--- src/bus_master_consts.vh ---
// Constants for the system bus master and local decode block
`ifndef BUS_MASTER_CONSTS_VH
`define BUS_MASTER_CONSTS_VH
// I/O decode: gate field on port bits 7..4, choice on bits 4..2
`define IO_GATE_D 4'hd
`define IO_GATE_E 4'he
`define IO_SEL_INTC 3'h6
`define IO_SEL_TIMER 3'h7
`define IO_SEL_PERIPH 3'h1
`define IO_SEL_PARALLEL 3'h2
`define IO_SEL_SERIAL 3'h3
// ROM region is 0000-1FFF: address bits 15..13 all zero
`define ROM_REGION_TOP 3'h0
// ROM size codes
`define ROM_SIZE_1K 2'h0
`define ROM_SIZE_2K 2'h1
`define ROM_SIZE_4K 2'h2
// Override mask bits in the set-mask accumulator
`define OVR_BIT_LO 6
`define OVR_BIT_HI 7
// Bus controller reset values (active-low outputs idle high, except priority out, which idles low)
`define BUS_REQ_N_RST 1'b1
`define BUS_PRO_N_RST 1'b0
`define BUSY_N_RST 1'b1
`define ADDRESS_DRIVER_ENABLE_N_RST 1'b1
`define CMD_N_RST 4'hf
`endif

--- src/system_bus_master.v ---
// System bus master controller with local I/O and ROM decode
// Operation
// RULE1: Arbitrate only on qualified command for addresses not on-board I/O or memory.
// RULE2: Controller state changes occur on falling edges of the bus clock.
// RULE3: Read command follows read strobe; write command is write strobe delayed half cycle.
// RULE4: Transfer start request drives bus request low and priority out high.
// RULE5: On priority in low, next falling edge drives busy and driver enable low; driver enable here waits until a command is latched.
// RULE6: Busy low means bus in use; owner holds until it raises busy.
// RULE7: Driver enable turns on address and data drivers; address drivers transmit; here they transmit only outside remote mode.
// RULE8: Master mode: data drivers transmit for writes, receive for reads.
// RULE9: Drive the active-low bus command matching the request input.
// RULE10: Slave acknowledge ends command, drops drivers, qualified command goes high; here qualified command stays low until the CPU strobe ends.
// RULE11: Release: bus request high and priority out low, then raise busy.
// RULE12: Set-mask bits 6 and 7 set override; ownership held across commands.
// RULE13: Five exclusive low I/O selects from D8-DB, DC-DF, E4-E7, E8-EB, EC-EF.
// RULE14: Any I/O select gives local acknowledge, ready, buffer enable with strobe.
// RULE15: Local buffer direction follows status line one: 1 toward CPU.
// RULE16: Port address bits 0 and 1 pass to selected device.
// RULE17: Unmatched I/O keeps local acknowledge high and starts a bus transfer.
// RULE18: Outside remote mode enable address buffer, and data buffer when unacknowledged.
// RULE19: Addresses 0000-1FFF are ROM only, never RAM or bus.
// RULE20: ROM socket ranges follow configured size 1K, 2K or 4K.
// RULE21: ROM range gives acknowledge and ready; with read strobe, ROM output enable.
// RULE22: Bits 0-11 go to ROMs, bits 10-15 choose the socket.
// RULE23: Names ending _n are active low, others active high.
// RULE24: After reset the controller is idle with all drivers off.
// RULE25: Priority and acknowledge inputs synchronized before use.
`timescale 1ns/1ps
`include "bus_master_consts.vh"
module system_bus_master (
  input wire clock_in,
  input wire resetn_in,
  input wire [15:0] cpu_address_in,
  input wire cpu_io_select_in,
  input wire cpu_read_strobe_n_in,
  input wire cpu_write_strobe_n_in,
  input wire cpu_status_one_in,
  input wire cpu_serial_output_in,
  input wire [1:0] rom_size_in,
  input wire remote_access_mode_in,
  input wire onboard_ram_hit_in,
  input wire bus_clock_n_in,
  input wire bus_priority_in_n_in,
  input wire bus_aack_n_in,
  input wire bus_xack_n_in,
  output reg interrupt_ctrl_select_n_out,
  output reg interval_timer_select_n_out,
  output reg peripheral_processor_select_n_out,
  output reg parallel_port_select_n_out,
  output reg serial_port_select_n_out,
  output reg [1:0] io_function_address_out,
  output reg local_io_acknowledge_n_out,
  output reg rom_acknowledge_n_out,
  output reg rom_output_enable_n_out,
  output reg rom_socket0_select_n_out,
  output reg rom_socket1_select_n_out,
  output reg [11:0] rom_address_out,
  output reg cpu_ready_out,
  output reg local_buffer_enable_out,
  output reg local_buffer_to_cpu_out,
  output reg local_address_buffer_enable_out,
  output reg system_data_buffer_enable_out,
  output reg qualified_command_n_out,
  output reg bus_request_n_out,
  output reg bus_priority_out_n_out,
  output reg busy_n_out,
  output reg busy_oe_out,
  output reg address_driver_enable_n_out,
  output reg address_driver_transmit_out,
  output reg data_driver_direction_out,
  output reg [3:0] bus_command_n_out,
  output reg [3:0] bus_command_oe_out
);

  // ****************************************************************
  // Input synchronisers
  // ****************************************************************
  // Pins from the CPU and the bus arrive asynchronously; two flops each
  localparam SYN_W = 11;
  wire [SYN_W-1:0] syn_raw;
  reg [SYN_W-1:0] syn_a_q;
  reg [SYN_W-1:0] syn_q;
  assign syn_raw = {bus_clock_n_in, bus_priority_in_n_in, bus_aack_n_in, bus_xack_n_in,
    cpu_io_select_in, cpu_read_strobe_n_in, cpu_write_strobe_n_in, cpu_status_one_in,
    cpu_serial_output_in, remote_access_mode_in, onboard_ram_hit_in};
  reg [15:0] addr_a_q;
  reg [15:0] addr_q;
  reg [1:0] size_a_q;
  reg [1:0] size_q;

  // Two-stage capture of every asynchronous input
  always @(posedge clock_in or negedge resetn_in) begin
    if (!resetn_in) begin
      syn_a_q <= 11'h7f8;
      syn_q <= 11'h7f8;
      addr_a_q <= 16'h0000;
      addr_q <= 16'h0000;
      size_a_q <= 2'h0;
      size_q <= 2'h0;
    end else begin
      syn_a_q <= syn_raw;
      syn_q <= syn_a_q; // RULE25
      addr_a_q <= cpu_address_in;
      addr_q <= addr_a_q;
      size_a_q <= rom_size_in;
      size_q <= size_a_q;
    end
  end

  wire bclk_n_s = syn_q[10];
  wire bprn_n_s = syn_q[9];
  wire aack_n_s = syn_q[8];
  wire xack_n_s = syn_q[7];
  wire io_s = syn_q[6];
  wire rd_n_s = syn_q[5];
  wire wr_n_s = syn_q[4];
  wire s1_s = syn_q[3];
  wire bus_hold_override_s = syn_q[2];
  wire remote_s = syn_q[1];
  wire ram_hit_s = syn_q[0];

  // ****************************************************************
  // Bus clock edge finder
  // ****************************************************************
  reg bclk_prev_q;
  reg wr_half_q;
  // Falling edge of the active-low bus clock marks each controller step
  wire bclk_fall = bclk_prev_q & ~bclk_n_s; // RULE2
  wire bclk_rise = ~bclk_prev_q & bclk_n_s;

  // Edge history and half-cycle delay of the write strobe
  always @(posedge clock_in or negedge resetn_in) begin
    if (!resetn_in) begin
      bclk_prev_q <= 1'b1;
      wr_half_q <= 1'b1;
    end else begin
      bclk_prev_q <= bclk_n_s;
      if (wr_n_s)
        wr_half_q <= 1'b1;
      else if (bclk_rise)
        wr_half_q <= 1'b0; // RULE3
    end
  end

  // ****************************************************************
  // Local decode
  // ****************************************************************
  reg [4:0] io_sel;
  reg rom_hit;
  reg rom_sock1;
  reg io_any;
  wire strobe = ~rd_n_s | ~wr_n_s;

  // I/O and ROM address decode
  always @* begin
    io_sel = 5'h00;
    if (io_s && (addr_q[7:4] == `IO_GATE_D || addr_q[7:4] == `IO_GATE_E)) begin
      case (addr_q[4:2]) // RULE13
        `IO_SEL_INTC: io_sel = (addr_q[7:4] == `IO_GATE_D) ? 5'h01 : 5'h00;
        `IO_SEL_TIMER: io_sel = (addr_q[7:4] == `IO_GATE_D) ? 5'h02 : 5'h00;
        `IO_SEL_PERIPH: io_sel = (addr_q[7:4] == `IO_GATE_E) ? 5'h04 : 5'h00;
        `IO_SEL_PARALLEL: io_sel = (addr_q[7:4] == `IO_GATE_E) ? 5'h08 : 5'h00;
        `IO_SEL_SERIAL: io_sel = (addr_q[7:4] == `IO_GATE_E) ? 5'h10 : 5'h00;
        default: io_sel = 5'h00;
      endcase
    end
    io_any = |io_sel;
    // Socket chosen from upper bits by fitted size
    rom_hit = 1'b0;
    rom_sock1 = 1'b0;
    if (!io_s && addr_q[15:13] == `ROM_REGION_TOP) begin // RULE19
      case (size_q) // RULE20 RULE22
        `ROM_SIZE_1K: begin
          rom_hit = (addr_q[12:11] == 2'h0);
          rom_sock1 = addr_q[10];
        end
        `ROM_SIZE_2K: begin
          rom_hit = ~addr_q[12];
          rom_sock1 = addr_q[11];
        end
        default: begin
          rom_hit = 1'b1;
          rom_sock1 = addr_q[12];
        end
      endcase
    end
  end

  // Whole 0000-1FFF region is kept off the bus even where no socket answers
  wire rom_region = ~io_s & (addr_q[15:13] == `ROM_REGION_TOP);
  wire offboard = io_s ? ~io_any : ~(rom_region | ram_hit_s); // RULE17
  wire qualified_command = ~rd_n_s | ~wr_half_q; // RULE3

  // ****************************************************************
  // Bus controller state machine
  // ****************************************************************
  localparam ST_IDLE = 4'h1;
  localparam ST_REQ = 4'h2;
  localparam ST_OWN = 4'h4;
  localparam ST_REL = 4'h8;
  reg [3:0] state_q;
  reg [3:0] cmd_q;
  reg ovr_q;
  // Set once a command is acknowledged, cleared when the CPU strobe ends
  reg cmd_done_q;

  // Only a bus clock falling edge advances the controller
  always @(posedge clock_in or negedge resetn_in) begin
    if (!resetn_in) begin
      state_q <= ST_IDLE; // RULE24
      cmd_q <= 4'h0;
      ovr_q <= 1'b0;
      cmd_done_q <= 1'b0;
    end else if (bclk_fall) begin
      ovr_q <= bus_hold_override_s; // RULE12
      // A strobe that outlasts its acknowledge must not issue a second command
      if (!qualified_command)
        cmd_done_q <= 1'b0;
      case (state_q)
        ST_IDLE: if (qualified_command && offboard) state_q <= ST_REQ; // RULE1
        ST_REQ: if (!bprn_n_s) state_q <= ST_OWN; // RULE5
        ST_OWN: begin
          // Request lines {io rd, io wr, mem rd, mem wr}
          if (qualified_command && cmd_q == 4'h0 && !cmd_done_q)
            cmd_q <= {io_s & ~rd_n_s, io_s & ~wr_half_q,
              ~io_s & ~rd_n_s, ~io_s & ~wr_half_q}; // RULE9
          else if (cmd_q != 4'h0 && (!aack_n_s || !xack_n_s)) begin
            cmd_q <= 4'h0; // RULE10
            cmd_done_q <= 1'b1;
          end else if (cmd_q == 4'h0 && !qualified_command && !ovr_q)
            state_q <= ST_REL; // RULE11
        end
        ST_REL: state_q <= ST_IDLE; // RULE6
        default: state_q <= ST_IDLE;
      endcase
    end
  end

  // ****************************************************************
  // Output registers
  // ****************************************************************
  // All outputs are flopped so the pins never glitch on decode hazards
  always @(posedge clock_in or negedge resetn_in) begin
    if (!resetn_in) begin
      {interrupt_ctrl_select_n_out, interval_timer_select_n_out} <= 2'h3;
      {peripheral_processor_select_n_out, parallel_port_select_n_out} <= 2'h3;
      serial_port_select_n_out <= 1'b1;
      io_function_address_out <= 2'h0;
      local_io_acknowledge_n_out <= 1'b1;
      rom_acknowledge_n_out <= 1'b1;
      rom_output_enable_n_out <= 1'b1;
      rom_socket0_select_n_out <= 1'b1;
      rom_socket1_select_n_out <= 1'b1;
      rom_address_out <= 12'h000;
      cpu_ready_out <= 1'b0;
      local_buffer_enable_out <= 1'b0;
      local_buffer_to_cpu_out <= 1'b0;
      local_address_buffer_enable_out <= 1'b0;
      system_data_buffer_enable_out <= 1'b0;
      qualified_command_n_out <= 1'b1;
      bus_request_n_out <= `BUS_REQ_N_RST;
      bus_priority_out_n_out <= `BUS_PRO_N_RST;
      busy_n_out <= `BUSY_N_RST;
      busy_oe_out <= 1'b0;
      address_driver_enable_n_out <= `ADDRESS_DRIVER_ENABLE_N_RST;
      address_driver_transmit_out <= 1'b0;
      data_driver_direction_out <= 1'b0;
      bus_command_n_out <= `CMD_N_RST;
      bus_command_oe_out <= 4'h0;
    end else begin
      interrupt_ctrl_select_n_out <= ~io_sel[0];
      interval_timer_select_n_out <= ~io_sel[1];
      peripheral_processor_select_n_out <= ~io_sel[2];
      parallel_port_select_n_out <= ~io_sel[3];
      serial_port_select_n_out <= ~io_sel[4];
      io_function_address_out <= addr_q[1:0]; // RULE16
      local_io_acknowledge_n_out <= ~io_any;
      rom_acknowledge_n_out <= ~rom_hit;
      rom_output_enable_n_out <= ~(rom_hit & ~rd_n_s); // RULE21
      rom_socket0_select_n_out <= ~(rom_hit & ~rom_sock1);
      rom_socket1_select_n_out <= ~(rom_hit & rom_sock1);
      rom_address_out <= addr_q[11:0]; // RULE22
      cpu_ready_out <= io_any | rom_hit; // RULE14 RULE21
      local_buffer_enable_out <= (io_any & strobe) | (rom_hit & ~rd_n_s); // RULE14
      local_buffer_to_cpu_out <= s1_s; // RULE15
      local_address_buffer_enable_out <= ~remote_s; // RULE18
      system_data_buffer_enable_out <= ~remote_s & ~io_any & offboard; // RULE18
      qualified_command_n_out <= ~qualified_command;
      // Request held from arbitration through ownership
      bus_request_n_out <= ~(state_q == ST_REQ || state_q == ST_OWN); // RULE4 RULE11
      bus_priority_out_n_out <= (state_q == ST_REQ || state_q == ST_OWN);
      busy_n_out <= ~(state_q == ST_OWN || state_q == ST_REL); // RULE5 RULE6
      busy_oe_out <= (state_q == ST_OWN || state_q == ST_REL);
      address_driver_enable_n_out <= ~(state_q == ST_OWN && cmd_q != 4'h0); // RULE7 RULE10
      address_driver_transmit_out <= ~remote_s; // RULE7
      data_driver_direction_out <= cmd_q[2] | cmd_q[0]; // RULE8
      bus_command_n_out <= ~cmd_q; // RULE9 RULE23
      bus_command_oe_out <= (state_q == ST_OWN) ? 4'hf : 4'h0;
    end
  end

endmodule

--- config.mk ---
export PLATFORM = sky130hd
export DESIGN_NAME = system_bus_master
export DESIGN_NICKNAME = d
export VERILOG_FILES = /design/src/system_bus_master.v
export VERILOG_INCLUDE_DIRS = /design/src /design/src/src
export SDC_FILE = /design/constraint.sdc
export NUM_CORES = 1
export LEC_CHECK = 0
export BUFFER_PORTS_ARGS = -buffer_cell sky130_fd_sc_hd__buf_2
export CORE_MARGIN = 4
export CORE_UTILIZATION = 45
export CTS_CLUSTER_DIAMETER = 120
export DETAILED_ROUTE_END_ITERATION = 16
export GPL_ROUTABILITY_DRIVEN = 0
export HOLD_SLACK_MARGIN = 0.03
export PLACE_DENSITY = 0.78
export SLEW_MARGIN = 15
export SYNTH_ARGS = -nofsm -noshare
export SYNTH_HDL_FRONTEND = slang
export SYNTH_SLANG_ARGS = --single-unit
export TNS_END_PERCENT = 30
--- constraint.sdc ---
create_clock -name clock_in -period 2.5 [get_ports clock_in]
set_input_delay 0.5 -clock clock_in [delete_from_list [all_inputs] [get_ports clock_in]]
set_output_delay 0.5 -clock clock_in [all_outputs]
set_load 0.02 [all_outputs]
==> results of run 1 <==
-- power breakdown --
| group | switching, W | total [W] | internal [W] |
|---|---|---|---|
| Combinational | 0.000357 | 0.000580 | 0.000223 |
| Clock | 0.000524 | 0.00117 | 0.000647 |
| Sequential | 0.0000995 | 0.00208 | 0.00198 |
| Total | 0.000981 | 0.00383 | 0.00285 |
-- metal layers --
layer | global-route usage [%] | vias up | share of wire (%)
met1 | 14.86 | 872 | 43
li1 | - | 833 | -
met2 | 19.68 | 52 | 49
met3 | 3.904 | 11 | 5.5
met4 | 6.010 | 0 | 2.2
met5 | 0 | - | 0
-- path summary, 6_finish.rpt --
check	to	slack, ns	cells past startpoint
hold / removal	busy_oe_out$_DFF_PN0_	0.14	1
max in group asynchronous	wr_half_q$_DFFE_PN1P_	1.64	2
setup reg to reg	state_q[3]$_DFFE_PN0P_	0.45	4
min in group clock_in	syn_a_q[3]$_DFF_PN1_	0.24	1
setup / recovery	state_q[3]$_DFFE_PN0P_	0.45	4
hold reg to reg	syn_q[10]$_DFF_PN1_	0.35	0
-- registers in the layout, summed over array words and instances, names as in the netlist, 2 cells and up --
signal and cells:
syn_a_q 11, syn_q 11, size_a_q 2, addr_a_q 16, rom_address_out 12, bus_command_n_out 4
addr_q 16, cmd_q 4, size_q 2, state_q 4
-- cell type report --
type,instances,share of cell area [%]
clock buffer,13,4.126
sequential,109,67.76
inverter,15,1.375
clock inverter,3,1.650
timing repair buffer,78,10.09
tap,99,3.026
multi-input combinational,74,11.98
-- metrics by stage --
step           util [%]  cell area [um2]  setup WS (ns)  cells
2_1_floorplan         -             3374         0.5928    206
3_3_place_gp      53.18             3857         0.5155    375
3_5_place_dp      53.18             3857         0.4656    375
4_1_cts           56.44             4094         0.4502    391
5_1_grt           56.44             4094         0.3615    391
6_report          56.44             4094         0.4550    391
-- cell families after synthesis --
| logic type | after synthesis | share of synthesized area [%] |
|---|---|---|
| AOI/OAI and AO/OA | 21 | 4.301 |
| muxes | 6 | 1.854 |
| DFF | 109 | 82.20 |
| xor gates and xnor gates | 2 | 0.5192 |
| and+or+nand+nor | 45 | 7.861 |
| buffers and inverters | 23 | 3.262 |
-- worst max-delay path, stage by stage, from the launching register on --
cell	delay, ns
dfrtp_1	0.39
or4_1	0.66
o31ai_1	0.29
and3_2	0.26
mux2_2	0.33
-- placed cells by master, fill, tap and decap left out, types with 3 or more instances in the layout --
| cell | count |
|---|---|
| nor2_1 | 3 |
| nor2b_1 | 3 |
| mux2i_1 | 4 |
| o21ai_0 | 5 |
| a21oi_1 | 6 |
| inv_1 | 15 |
| nand2_1 | 14 |
| clkbuf_8 | 12 |
| dfrtp_1 | 72 |
| nand3_1 | 3 |
| dfstp_2 | 37 |
| buf_4 | 3 |
| buf_2 | 74 |
==> flow_summary_export.csv, run 1 <==
group,metric,value,unit
routing,drt_wl_total,4972,um
floorplan,pin_count,76,
critical_path,worstPathMaxFanout,8,
synthesis,synthArstFlopShare,100.0,%
power_and_ir_drop,p_leak,1.887,nW
synthesis,synth_ff_type,"dfrtp_1",
placed_design,io_buffers,75,
worst_hold_path,hold_class,"in -> async",
cts,holdBufCountCts,0,
floorplan,die_w,94.60,um
synthesis,synth_area,3374,um2
global_routing,track_usage,12.19,%
critical_path,worstPathArrival,2.29,ns
floorplan,core_area,7253,um2
status,status,"completed",
sta,skew,0.01026,ns
synthesis,netlist_top_cells_count,"dfrtp_1 (72), dfstp_2 (37), inv_1 (15)",
critical_path,critPathLaunchType,"flop",
placed_design,dp_hpwl,3629,um
synthesis,syn_avg_cell_area,16.38,um2
cts,cts_tree,"built",
sta,fmax,0.4890,GHz
critical_path,crit_start,"cmd_q[2]$_DFFE_PN0P_",
routing,wire_per_inst,12.72,um
final_layout,n_antenna_cell,0,
synthesis,synth_top_area_cell,"dfrtp_1",
routing,drc,0,
floorplan,die_h,94.60,um
sta,rsz0062_at_grt,"no",
sta,min_period,2.045,ns
cts,ctsResizeCount,0,
sta,tightest_slew,0.5728,ns
floorplan,rows,31,
sta,setup_viol,0,
final_layout,syn2layout_area_growth,21.32,%
floorplan,die_area,8948,um2
cts,cts_made_buffers,9,
synthesis,synthCells,206,
final_layout,fill_cells,608,
routing,num_vias,1768,
sta,setup_tns,0,ns
routing,drt-initial-drc-count,47,
sta,maxSlewViolCount,0,
global_routing,grt_start_max_net_pins,49,
global_routing,grt_pass1_wl,8128,um
synthesis,synth-edff-count,0,
critical_path,reg2reg_from,"cmd_q[2]$_DFFE_PN0P_",
final_layout,seq_area,2774,um2
critical_path,critPathCaptureType,"flop",
cts,cts_setup_buffers,0,
global_routing,grt_pass1_vias,1784,
synthesis,synthesis.nets,237,
synthesis,yosysTopAreaCellShare,53.39,%
synthesis,synthTopCellsByArea,"dfrtp_1 (53%), dfstp_2 (29%), inv_1 (1.7%)",
synthesis,ys_ff_latch,109,
final_layout,finalNetCount,318,
power_and_ir_drop,irDropWorstVdd,0.0003415,V
global_routing,grt.overflow.total,0,
cts,htree_levels,3,
synthesis,synth.most_common_cell,"dfrtp_1",
sta,hold_viol_final,0,
global_routing,antenna_found_initial,0,
cts,cts-root-buf,"clkbuf_8",
power_and_ir_drop,p_per_area,936.5,nW/um2
final_layout,drive_gt1_share,47.95,%
routing,final_antenna_net_count,0,
final_layout,multiInputGateArea,490.5,um2
sta,slew_headroom,61.82,%
floorplan,initial_core_util,46.52,%
sta,fin_hold_ws,0.1443,ns
power_and_ir_drop,p_total,0.003834,W
cts,cts.sinks,109,
routing,first_pass_iters,4,
cts,clock_latency,0.35,ns
critical_path,path_class,"reg -> reg",
synthesis,yosysSeqAreaShare,82.20,%
synthesis,synth_warnings,0,
synthesis,synth_cell_types,39,
flow_run,maxCapViolCount,0,
sta,fin_crit_sh,81.80,%
cts,clk_pin_slew,0.09,ns
routing,viasPerCell,4.522,
cts,clockBufferDepth,2,
critical_path,crit_required,2.74,ns
No activity file was read; power rests on OpenSTA's default activity.
==> run 2: changes to the inputs <==
- PLACE_DENSITY: 0.78 -> 0.81
- clock period: 2.5 -> 1.7 ns (I/O delays scaled with it)
==> flow_summary_export.csv, run 2 (same netlist as run 1, synthesis figures left out) <==
group,metric,value,unit
floorplan,die_w,94.60,um
sta,setup_viol,8,
floorplan,initial_core_util,46.52,%
flow_run,maxCapViolCount,0,
final_layout,seq_area,2774,um2
critical_path,crit_family,"simple AND/OR/NAND/NOR gates",
final_layout,layout_common_cells,"buf_2 (74), dfrtp_1 (72), dfstp_2 (37)",
global_routing,grt_pass1_wl,8562,um
floorplan,die_area,8948,um2
final_layout,finalNetCount,328,
status,status,"finished, violations left",
placed_design,dp_hpwl,3906,um
routing,wire_per_inst,13.20,um
sta,min_period,1.869,ns
floorplan,pin_count,76,
final_layout,fill_cells,586,
final_layout,drive_gt1_share,51.32,%
final_layout,multiInputGateArea,534.3,um2
sta,fmax,0.5352,GHz
cts,cts.sinks,109,
routing,drt_wl_total,5292,um
power_and_ir_drop,p_per_area,1330,nW/um2
global_routing,antenna_found_initial,0,
critical_path,worstPathArrival,2.14,ns
worst_hold_path,holdPathEnd,"syn_a_q[6]$_DFF_PN1_",
routing,final_antenna_net_count,0,
final_layout,n_antenna_cell,0,
routing,drc,0,
sta,hold_viol_final,0,
critical_path,rr_worst_depth,4,
critical_path,critPathSlowestCell,"or4_4",
global_routing,grt_pass1_vias,1859,
cts,htree_levels,3,
critical_path,path_class,"reg -> reg",
final_layout,top_regs,"addr_a_q: 16 flops, addr_q: 16 flops, rom_address_out: 12 flops",
critical_path,crit_required,1.98,ns
critical_path,r2r-end,"cmd_q[1]$_DFFE_PN0P_",
cts,cts_setup_buffers,0,
cts,clock_latency,0.36,ns
critical_path,critPathLaunchType,"flop",
critical_path,max_stage_delay,0.59,ns
power_and_ir_drop,irDropWorstVdd,0.0005806,V
routing,num_vias,1805,
sta,tightest_slew,0.4670,ns
cts,clk_pin_slew,0.09,ns
final_layout,syn2layout_area_growth,23.62,%
critical_path,crit_chain,"or4_4, or3_4, a21oi_4, mux2i_1",
sta,skew,0.008447,ns
critical_path,worstPathMaxFanout,7,
global_routing,grt_start_max_net_pins,36,
sta,fin_crit_sh,109.9,%
floorplan,die_h,94.60,um
cts,cts-root-buf,"clkbuf_8",
worst_hold_path,hold_class,"in -> reg",
sta,rsz0062_at_grt,"yes",
sta,setup_tns,-0.9233,ns
routing,drt-initial-drc-count,64,
sta,fin_ws,-0.1686,ns
final_layout,layout_commonest_cell,"buf_2",
cts,cts_made_buffers,9,
sta,slew_headroom,68.87,%
global_routing,grt.overflow.total,0,
routing,viasPerCell,4.501,
critical_path,critPathCaptureType,"flop",
global_routing,track_usage,12.92,%
critical_path,reg2reg_from,"cmd_q[3]$_DFFE_PN0P_",
sta,maxSlewViolCount,0,
cts,cts_tree,"built",
routing,first_pass_iters,4,
status,violations,"negative setup slack",
power_and_ir_drop,p_leak,1.920,nW
worst_hold_path,min_path_cells,1,
floorplan,rows,31,
sta,fin_hold_ws,0.07371,ns
floorplan,core_area,7253,um2
critical_path,regToRegSetupSlack,-0.17,ns
placed_design,io_buffers,75,
cts,clockBufferDepth,2,
critical_path,path_buf_inv,0,
worst_hold_path,hp-start,"cpu_io_select_in",
-- run 2: cell count changes in the layout (fill, tap and decap cells not counted), moves of 2 or more --
| cell | previous run | this run |
|---|---|---|
| or4_4 | 0 | 2 |
| or4_1 | 2 | 0 |
| buf_4 | 3 | 10 |
| bufinv_16 | 2 | 0 |
| clkinv_2 | 0 | 2 |
| o31ai_1 | 2 | 0 |
| clkbuf_8 | 12 | 10 |
-- run 2: what timing repair did --
item                       CTS  global route
hold buffers                 1             0
setup endpoints to repair    8             8
hold endpoints to repair    26             0
pin swaps                    4             0
gates resized for setup      4             3
-- run 2: worst max-delay path by stage --
stage | to | start | slack (ns) | cells past startpoint
3_5_place_dp | cmd_q[1]$_DFFE_PN0P_ | cmd_q[2]$_DFFE_PN0P_ | -0.28 | 4
4_1_cts | cmd_q[1]$_DFFE_PN0P_ | cmd_q[3]$_DFFE_PN0P_ | -0.17 | 4
3_3_place_gp | state_q[3]$_DFFE_PN0P_ | cmd_q[2]$_DFFE_PN0P_ | -0.21 | 4
5_1_grt | cmd_q[3]$_DFFE_PN0P_ | cmd_q[3]$_DFFE_PN0P_ | -0.24 | 4
6_report | cmd_q[1]$_DFFE_PN0P_ | cmd_q[3]$_DFFE_PN0P_ | -0.17 | 4
2_1_floorplan | state_q[2]$_DFFE_PN0P_ | cmd_q[2]$_DFFE_PN0P_ | -0.16 | 5
-- run 2: stage by stage --
| step | power [W] | std cells | setup slack [ns] | util [%] | cell area (um2) |
|---|---|---|---|---|---|
| 3_5_place_dp | 0.004145 | 384 | -0.2829 | 54.53 | 3955 |
| 2_1_floorplan | 0.003779 | 206 | -0.1632 | - | 3401 |
| 5_1_grt | 0.005841 | 401 | -0.2370 | 57.51 | 4172 |
| 6_report | 0.005547 | 401 | -0.1686 | 57.51 | 4172 |
| 4_1_cts | 0.005570 | 401 | -0.1732 | 57.27 | 4154 |
| 3_3_place_gp | 0.004098 | 384 | -0.2061 | 54.53 | 3955 |
-- run 2: layer usage --
layer	part of all wire, %	track usage (%)	vias up	wire (um)
met5	0	0	-	0
met4	1.3	6.731	0	69
met3	6.0	3.745	4	317
met2	50	20.98	57	2646
met1	43	15.71	891	2259
li1	-	-	853	-
-- run 2: worst reg2reg max path, cell delays in order (launching register included) --
cell and delay, ns:
dfrtp_1 0.39, or4_4 0.59, or3_4 0.36, a21oi_4 0.22, mux2i_1 0.23
-- run 2: layout make-up --
| cell class | instances | area share [%] |
|---|---|---|
| flip-flops and latches | 109 | 66.50 |
| multi-input cells | 74 | 12.81 |
| repair buffers | 88 | 12.15 |
| clock buffers | 11 | 3.389 |
| well taps | 99 | 2.969 |
| inverters | 15 | 1.350 |
| clock inverters | 5 | 0.8398 |
-- run 2: report_power, final --
part / total, W / internal [W] / switching (W)
sequential: 0.00308 / 0.00292 / 0.000160
clock: 0.00137 / 0.000576 / 0.000796
combinational: 0.00110 / 0.000494 / 0.000604
total: 0.00555 / 0.00399 / 0.00156
